$ cat src/verilog/irq_mask_pkg.sv
// constants for the interrupt request and mask logic
// assumes a single 32-bit AHB-Lite slave, one register per word
`default_nettype none
package irq_mask_pkg;
    localparam int NUM_SOURCES = 6;
    // register indices; the byte address is four times the index
    localparam logic [7:0] ADDR_PRIORITY = 8'hF8;
    localparam logic [7:0] ADDR_PENDING = 8'hFA;
    localparam logic [7:0] ADDR_MASK = 8'hFB;
    localparam logic [7:0] ADDR_CORE_CTRL = 8'hFC;
    localparam logic [7:0] PENDING_RESET = 8'h00;
    localparam int EDGE_HI = 7;
    localparam int EDGE_LO = 6;
    localparam int MASTER_BIT = 7;
    localparam int RSVD_BIT = 6;
    localparam logic [1:0] EDGE_FF = 2'h0;
    localparam logic [1:0] EDGE_FR = 2'h1;
    localparam logic [1:0] EDGE_RF = 2'h2;
    localparam logic [1:0] EDGE_BOTH = 2'h3;
    // pending bit positions
    localparam int SRC_ZERO = 0;
    localparam int SRC_ONE = 1;
    localparam int SRC_FIRST_PIN = 2;
    localparam int SRC_T16 = 3;
    localparam int SRC_T8 = 4;
    localparam int SRC_LOW_VOLTAGE = 5;
    // core control register bits, write one to act
    localparam int CTRL_EI = 0;
    localparam int CTRL_DI = 1;
    localparam logic [1:0] HTRANS_NONSEQ = 2'h2;
    localparam logic [2:0] HSIZE_WORD = 3'h2;
endpackage : irq_mask_pkg
`default_nettype wire

$ cat src/verilog/interrupt_request_mask_logic.sv
// six-source interrupt pending, edge select, mask and priority grant
// assumes pin inputs are asynchronous; core pulses are on i_ref_clk
`default_nettype none
module interrupt_request_mask_logic
    import irq_mask_pkg::*;
(
    input wire logic i_ref_clk,
    input wire logic i_resetn,
    input wire logic i_hsel,
    input wire logic [31:0] i_haddr,
    input wire logic [1:0] i_htrans,
    input wire logic i_hwrite,
    input wire logic [2:0] i_hsize,
    input wire logic [31:0] i_hwdata,
    input wire logic i_hready,
    output logic [31:0] o_hrdata,
    output logic o_hreadyout,
    output logic o_hresp,
    input wire logic i_port_pin_first,
    input wire logic i_port_pin_second,
    input wire logic i_source_one_event,
    input wire logic i_sixteen_bit_timer,
    input wire logic i_eight_bit_timer,
    input wire logic i_low_voltage_source,
    input wire logic i_enable_interrupts_instr,
    input wire logic i_disable_interrupts_instr,
    input wire logic i_core_ack,
    output logic o_irq_req,
    output logic [NUM_SOURCES-1:0] o_grant_onehot
);
    logic [1:0] pin_meta_reg;
    logic [1:0] pin_sync_reg;
    logic [1:0] pin_prev_reg;
    logic [1:0] edge_sel_reg;
    logic [NUM_SOURCES-1:0] pending_reg;
    logic [NUM_SOURCES-1:0] pending_next;
    logic [NUM_SOURCES-1:0] enable_reg;
    logic master_reg;
    logic unlocked_reg;
    logic [5:0] priority_select_reg;
    logic wr_pend_reg;
    logic wr_mask_reg;
    logic wr_prio_reg;
    logic wr_ctrl_reg;
    logic rd_pend;
    logic rd_mask;
    logic rd_prio;
    logic [NUM_SOURCES-1:0] hw_set;
    logic [NUM_SOURCES-1:0] active;
    logic [NUM_SOURCES-1:0] grant;
    logic [1:0] rise;
    logic [1:0] fall;
    logic [1:0] pin_event;
    logic addr_ok;
    logic ei_ctrl;
    logic di_ctrl;
    logic take;

    // priority order: list of six source indices, highest first
    function automatic logic [NUM_SOURCES-1:0] pick(
        input logic [NUM_SOURCES-1:0] req,
        input logic [5:0] prio
    );
        int ord [6];
        int a_hi;
        int a_lo;
        int b_hi;
        int b_lo;
        int c_hi;
        int c_lo;
        logic [2:0] grp;
        logic [NUM_SOURCES-1:0] res;
        a_hi = prio[5] ? SRC_T16 : SRC_LOW_VOLTAGE;
        a_lo = prio[5] ? SRC_LOW_VOLTAGE : SRC_T16;
        b_hi = prio[2] ? SRC_ZERO : SRC_FIRST_PIN;
        b_lo = prio[2] ? SRC_FIRST_PIN : SRC_ZERO;
        c_hi = prio[1] ? SRC_T8 : SRC_ONE;
        c_lo = prio[1] ? SRC_ONE : SRC_T8;
        grp = {prio[4:3], prio[0]};
        // reserved group codes fall back to a > b > c
        case (grp)
            3'h1: ord = '{c_hi, c_lo, a_hi, a_lo, b_hi, b_lo};
            3'h3: ord = '{a_hi, a_lo, c_hi, c_lo, b_hi, b_lo};
            3'h4: ord = '{b_hi, b_lo, c_hi, c_lo, a_hi, a_lo};
            3'h5: ord = '{c_hi, c_lo, b_hi, b_lo, a_hi, a_lo};
            3'h6: ord = '{b_hi, b_lo, a_hi, a_lo, c_hi, c_lo};
            default: ord = '{a_hi, a_lo, b_hi, b_lo, c_hi, c_lo};
        endcase
        res = '0;
        for (int k = NUM_SOURCES - 1; k >= 0; k--) begin
            if (req[ord[k]]) begin
                res = '0;
                res[ord[k]] = 1'b1;
            end
        end
        return res;
    endfunction : pick

    // pins pass two flops before the edge detector looks at them
    always_ff @(posedge i_ref_clk) begin
        if (!i_resetn) begin
            pin_meta_reg <= 2'h0;
            pin_sync_reg <= 2'h0;
            pin_prev_reg <= 2'h0;
        end else begin
            pin_meta_reg <= {i_port_pin_second, i_port_pin_first};
            pin_sync_reg <= pin_meta_reg;
            pin_prev_reg <= pin_sync_reg;
        end
    end

    assign rise = pin_sync_reg & ~pin_prev_reg;
    assign fall = ~pin_sync_reg & pin_prev_reg;

    always_comb begin
        case (edge_sel_reg)
            EDGE_FF: pin_event = fall;
            EDGE_FR: pin_event = {rise[1], fall[0]};
            EDGE_RF: pin_event = {fall[1], rise[0]};
            EDGE_BOTH: pin_event = rise | fall;
            default: pin_event = 2'h0;
        endcase
    end

    always_comb begin
        hw_set = '0;
        hw_set[SRC_ZERO] = pin_event[1];
        hw_set[SRC_ONE] = i_source_one_event;
        hw_set[SRC_FIRST_PIN] = pin_event[0];
        hw_set[SRC_T16] = i_sixteen_bit_timer;
        hw_set[SRC_T8] = i_eight_bit_timer;
        hw_set[SRC_LOW_VOLTAGE] = i_low_voltage_source;
    end

    assign active = pending_reg & enable_reg & {NUM_SOURCES{master_reg}};
    assign grant = pick(active, priority_select_reg);

    // address phase decode
    assign take = i_hsel && i_hready && i_htrans == HTRANS_NONSEQ;
    assign addr_ok = i_hsize == HSIZE_WORD && i_haddr[1:0] == 2'h0;
    // indices are not word multiples, so each sits at four times its index
    assign rd_pend = take && !i_hwrite && i_haddr[9:2] == ADDR_PENDING;
    assign rd_mask = take && !i_hwrite && i_haddr[9:2] == ADDR_MASK;
    assign rd_prio = take && !i_hwrite && i_haddr[9:2] == ADDR_PRIORITY;

    always_ff @(posedge i_ref_clk) begin
        if (!i_resetn) begin
            wr_pend_reg <= 1'b0;
            wr_mask_reg <= 1'b0;
            wr_prio_reg <= 1'b0;
            wr_ctrl_reg <= 1'b0;
        end else if (i_hready) begin
            wr_pend_reg <= take && i_hwrite && addr_ok
                && i_haddr[9:2] == ADDR_PENDING;
            wr_mask_reg <= take && i_hwrite && addr_ok
                && i_haddr[9:2] == ADDR_MASK;
            wr_prio_reg <= take && i_hwrite && addr_ok
                && i_haddr[9:2] == ADDR_PRIORITY;
            wr_ctrl_reg <= take && i_hwrite && addr_ok
                && i_haddr[9:2] == ADDR_CORE_CTRL;
        end
    end

    // the byte addresses alias per word; registers hold the low byte
    always_ff @(posedge i_ref_clk) begin
        if (!i_resetn) begin
            o_hrdata <= 32'h0000_0000;
            o_hreadyout <= 1'b1;
            o_hresp <= 1'b0;
        end else begin
            o_hreadyout <= 1'b1;
            o_hresp <= 1'b0;
            if (rd_pend) begin
                o_hrdata <= {24'h00_0000, edge_sel_reg, pending_reg};
            end else if (rd_mask) begin
                // reserved bit reads as zero
                o_hrdata <= {24'h00_0000, master_reg, 1'b0, enable_reg};
            end else if (rd_prio) begin
                o_hrdata <= {26'h000_0000, priority_select_reg};
            end else begin
                o_hrdata <= 32'h0000_0000;
            end
        end
    end

    assign ei_ctrl = wr_ctrl_reg && i_hwdata[CTRL_EI];
    assign di_ctrl = wr_ctrl_reg && i_hwdata[CTRL_DI];

    // hardware set beats a software clear in the same cycle
    always_comb begin
        pending_next = pending_reg;
        if (wr_pend_reg && unlocked_reg) begin
            pending_next = i_hwdata[NUM_SOURCES-1:0];
        end
        if (i_core_ack) begin
            pending_next = pending_next & ~grant;
        end
        pending_next = pending_next | hw_set;
    end

    always_ff @(posedge i_ref_clk) begin
        if (!i_resetn) begin
            pending_reg <= PENDING_RESET[NUM_SOURCES-1:0];
            edge_sel_reg <= PENDING_RESET[EDGE_HI:EDGE_LO];
        end else begin
            pending_reg <= pending_next;
            if (wr_pend_reg && unlocked_reg) begin
                edge_sel_reg <= i_hwdata[EDGE_HI:EDGE_LO];
            end
        end
    end

    always_ff @(posedge i_ref_clk) begin
        if (!i_resetn) begin
            unlocked_reg <= 1'b0;
        end else if (i_enable_interrupts_instr || ei_ctrl) begin
            unlocked_reg <= 1'b1;
        end
    end

    // individual enables are not reset; bit 6 written by software is dropped
    always_ff @(posedge i_ref_clk) begin
        if (wr_mask_reg) begin
            enable_reg <= i_hwdata[NUM_SOURCES-1:0];
        end
        if (wr_prio_reg) begin
            priority_select_reg <= i_hwdata[5:0];
        end
    end

    // a mask write to bit 7 does not move the master enable
    always_ff @(posedge i_ref_clk) begin
        if (!i_resetn) begin
            master_reg <= 1'b0;
        end else if (i_core_ack && |active) begin
            master_reg <= 1'b0;
        end else if (i_disable_interrupts_instr || di_ctrl) begin
            master_reg <= 1'b0;
        end else if (i_enable_interrupts_instr || ei_ctrl) begin
            master_reg <= 1'b1;
        end
    end

    always_ff @(posedge i_ref_clk) begin
        if (!i_resetn) begin
            o_irq_req <= 1'b0;
            o_grant_onehot <= '0;
        end else begin
            o_irq_req <= |active;
            o_grant_onehot <= grant;
        end
    end
endmodule : interrupt_request_mask_logic
`default_nettype wire

$ cat config.mk
export PLATFORM = sky130hd
export DESIGN_NAME = interrupt_request_mask_logic
export DESIGN_NICKNAME = d
export VERILOG_FILES = /design/src/verilog/irq_mask_pkg.sv /design/src/verilog/interrupt_request_mask_logic.sv
export SDC_FILE = /design/constraint.sdc
export NUM_CORES = 1
export LEC_CHECK = 0
export ABC_AREA = 1
export CAP_MARGIN = 0
export CORE_ASPECT_RATIO = 0.9
export CORE_MARGIN = 4
export CORE_UTILIZATION = 65
export DETAILED_ROUTE_END_ITERATION = 6
export DONT_BUFFER_PORTS = 1
export HOLD_SLACK_MARGIN = 0.08
export PLACE_DENSITY = 0.84
export SLEW_MARGIN = 40
export SYNTH_ARGS = -nofsm -noshare
export SYNTH_HDL_FRONTEND = slang
export SYNTH_SLANG_ARGS = --single-unit
export TNS_END_PERCENT = 5
$ cat constraint.sdc
create_clock -name i_ref_clk -period 3.9 [get_ports i_ref_clk]
set_input_delay 0 -clock i_ref_clk [delete_from_list [all_inputs] [get_ports i_ref_clk]]
set_output_delay 0 -clock i_ref_clk [all_outputs]
set_load 0.02 [all_outputs]
==> Flow_metrics.wiki <==
{| class="wikitable"
! Metric !! Value
|-
| Gate Count Post-Synth || 495
|-
| Antenna-violating nets left || 0
|-
| Via count || roughly 3,500
|-
| Storage element area || 1060 um2
|-
| Proportion of synthesized chip area in sequential cells || 0.319
|-
| Core box area || 4890 um2
|-
| Final period utilization || 0.833
|-
| Required @ worst endpoint || 4.10 ns
|-
| Static leakage || 0.00184 uW
|-
| Number of buffers inserted during clock tree synthesis || 5
|-
| GRT Util Overall || 0.304
|-
| Post-route clock skew || 0.00895 ns
|-
| Final layout net count || 615
|-
| Total die area || 6330 um2
|-
| CP top delay family || simple AND/OR/NAND/NOR gates
|-
| Total negative setup slack || 0 ns
|-
| Drt first pass iters || 6
|-
| Mapped Avg Cell Area || approximately 6.7 um2
|-
| Largest stage delay on the critical path || 0.65 ns
|-
| Clk sinks || 47
|-
| HPWL after detailed placement || 6180 um
|-
| P&R area growth vs syn || 11.7%
|-
| Slowest cell on the critical path || sky130_fd_sc_hd__edfxtp_1
|-
| Y dimension of the die || around 76 um
|-
| Register-to-register path setup slack || 0.65 ns
|-
| Final setup margin || roughly 0.65 ns
|-
| Effective utilization at floorplan || 0.679
|-
| Final WL || 9490 um
|-
| Sum of overflow across all layers after global routing || 0
|-
| IR drop worst, VDD || 0.288 mV
|-
| Global placement routability congestion || 0.956
|-
| Buffers on Ports || 0
|-
| Buffer levels on the longest clock path || 2
|-
| First-pass GRT wire length || 15,300 um
|-
| Type of the worst min-delay path || primary input to flop
|-
| Root buffer cell || sky130_fd_sc_hd__clkbuf_8
|-
| Cell total after placement || 548
|-
| Quantity of gates resized following cts || 0
|-
| Final total power || roughly 940 uW
|-
| Number of diodes added for antenna fixing || 0
|-
| Most frequent standard cell in the layout excluding fill and tap cells || sky130_fd_sc_hd__nand2_1
|-
| Number of DRC violations after detailed-routing iteration 0 || about 260
|-
| Endpoint type of the worst setup path || flop
|-
| Post-placement worst setup slack || 1.34 ns
|-
| Number of flip-flops in the largest register || 8
|-
| Highest-utilization routing layer at the global route stage || met2
|-
| Commonest cells after routing, fill and taps aside || 129 x sky130_fd_sc_hd__nand2_1, 61 x sky130_fd_sc_hd__inv_1, 48 x sky130_fd_sc_hd__nand3_1
|-
| Most prevalent standard cell on the critical path || sky130_fd_sc_hd__nand2_1
|-
| GRT met2 Usage || 0.561
|-
| RSZ-0062 raised after global routing || no
|-
| Post-layout minimum cycle time || 3.25 ns
|-
| Startpoint-to-endpoint class of the critical path || flop to flop
|-
| Post-synth cell types || 43
|-
| Power per Cell Area || 252 nW/um2
|-
| Remaining DRCs || 0
|-
| Initial antenna violation count || 0
|-
| Clock tree from TritonCTS || yes
|-
| Met1 capacity usage during global routing || 0.342
|-
| Finish-stage setup viols || 0
|-
| CP Max Fanout || 12
|-
| Synthesized cell area || 3330 um2
|-
| Fmax || 308 MHz
|-
| # rows || 24
|-
| Arrival time of the worst setup path || 3.45 ns
|-
| Final std cells w/o fill || 594
|-
| Result of the run || complete, no violations
|-
| Vias per inst || 5.81
|-
| Transition time at the pin with the least slew margin || slightly below 0.8 ns
|-
| Maximum Capacitance Violations || 0
|-
| Cell-by-cell trace of the critical path || inv_6 -> nand2_4 -> nand2_2 -> nor2_1 -> inv_1 -> nor2_1 -> nor2_2 -> nand3_2 -> nand3_1 -> nand2_1 -> nand2_1 -> nand2_1 -> nand2_1 -> nand3_1 -> nand2_1 -> a21oi_1 -> dlygate4sd3_1
|-
| Met3 usage in global routing || 0.0638
|-
| H-Tree Depth || 2
|-
| Clock transition at the registers of the reported paths || 0.10 ns
|-
| Number of warning messages in the yosys log || 0
|-
| Clk_lat worst skew || between 0.3 and 0.4 ns
|-
| Boundary pin count || 124
|-
| Ratio of cells with drive above 1 in the final layout || 0.110
|-
| Synthesized flop and latch total || 47
|-
| Filler cells || 369
|-
| Buffering stage count on the worst path with inverters included || 3
|-
| Top register by number of flip-flops || o_hrdata
|-
| Type of element launching the critical path || flop
|-
| Multi-input combinational cell area || 1800 um2
|-
| Vias in the first global route || 3,274
|-
| Average wire per standard cell || 16.0 um
|-
| Final Max Tran Viols || 0
|-
| Number of hold violations in the final report || 0
|-
| Die outline width || 83.4 um
|-
| Pin count of the biggest net entering global routing || 24
|-
| Tightest slew margin relative to the limit || 0.470
|}
==> metrics by stage <==
| stage | cell area [um2] | util | hold slack [ns] |
|---|---|---|---|
| finish | 3720 | 0.759 | 0.129 |
| global placement | 3230 | 0.660 | 0.0950 |
| detailed placement | 3240 | 0.661 | 0.0991 |
| CTS | 3720 | 0.759 | 0.0929 |
| floorplan | 3420 | - | 0.0976 |
| global route | 3720 | 0.759 | 0.163 |
==> report_power, final <==
part | internal, uW | switching (uW) | total (uW)
Sequential | 508 | 8.28 | 516
Combinational | 32.8 | 57.9 | 90.7
Clock | 138 | 193 | 331
Total | 678 | 259 | 937
==> cell families (layout without fill, tap and decap cells) <==
family,after synthesis,after routing,share of synthesized area
compound gates,66,66,0.123
other cells,2,26,0.00226
fa+ha+maj,4,4,0.0150
simple gates,265,265,0.373
flops,47,47,0.319
buf+inv,111,121,0.167
==> Yosys cell counts, drive strengths merged <==
master | instances | area share
nand3b | 1 | 0.0023
a22oi | 1 | 0.0023
a21oi | 20 | 0.033
or3b | 1 | 0.0026
nor2 | 45 | 0.058
nor3 | 4 | 0.0060
o22ai | 2 | 0.0038
o211ai | 2 | 0.0045
a211oi | 4 | 0.0090
a221oi | 6 | 0.016
ha | 4 | 0.015
nand3 | 55 | 0.093
nand4 | 9 | 0.017
buf | 34 | 0.078
edfxtp | 12 | 0.11
a21o | 1 | 0.0023
clkbuf | 2 | 0.0023
a31oi | 1 | 0.0019
conb | 2 | 0.0023
inv | 74 | 0.086
clkinv | 1 | 0.0011
o21bai | 1 | 0.0023
nor4 | 4 | 0.0094
o21ai | 28 | 0.048
nand2 | 145 | 0.18
dfxtp | 35 | 0.21
and3 | 1 | 0.0019
==> metal layers <==
metal	vias to the layer above	routed length [um]
met5	-	0
met4	0	398
met3	53	834
met2	226	4640
met1	1556	3620
li1	1619	-
==> what timing repair did <==
item,in CTS,in global routing
endpoints found under the hold margin,36,0
hold buffers,38,0
buffers inserted,0,0
==> worst paths after layout <==
path	start	end	cells after the start
setup / recovery	priority_select_reg[4]$_DFFE_PP_	pending_reg[3]$_SDFF_PN0_	17
hold reg to reg	pin_meta_reg[1]$_SDFF_PN0_	pin_sync_reg[1]$_SDFF_PN0_	2
hold / removal	i_hwrite	o_hrdata[7]$_SDFF_PN0_	5
setup reg to reg	priority_select_reg[4]$_DFFE_PP_	pending_reg[3]$_SDFF_PN0_	17
==> area by class of cell <==
cell class                      count  share of cell area
Multi-Input combinational cell    361               0.486
Tap cell                           65              0.0219
Timing Repair Buffer               38               0.102
Inverter                           75              0.0778
Clock buffer                        5              0.0185
Clock inverter                      3             0.00842
Sequential cell                    47               0.286
==> tightest hold or removal path, stage by stage <==
cell and delay, ns:
sky130_fd_sc_hd__nor2_1 0.04, sky130_fd_sc_hd__inv_1 0.11, sky130_fd_sc_hd__nor4_2 0.10, sky130_fd_sc_hd__nand2_1 0.08, sky130_fd_sc_hd__a21oi_1 0.06
(Power assumes the default switching activity.)
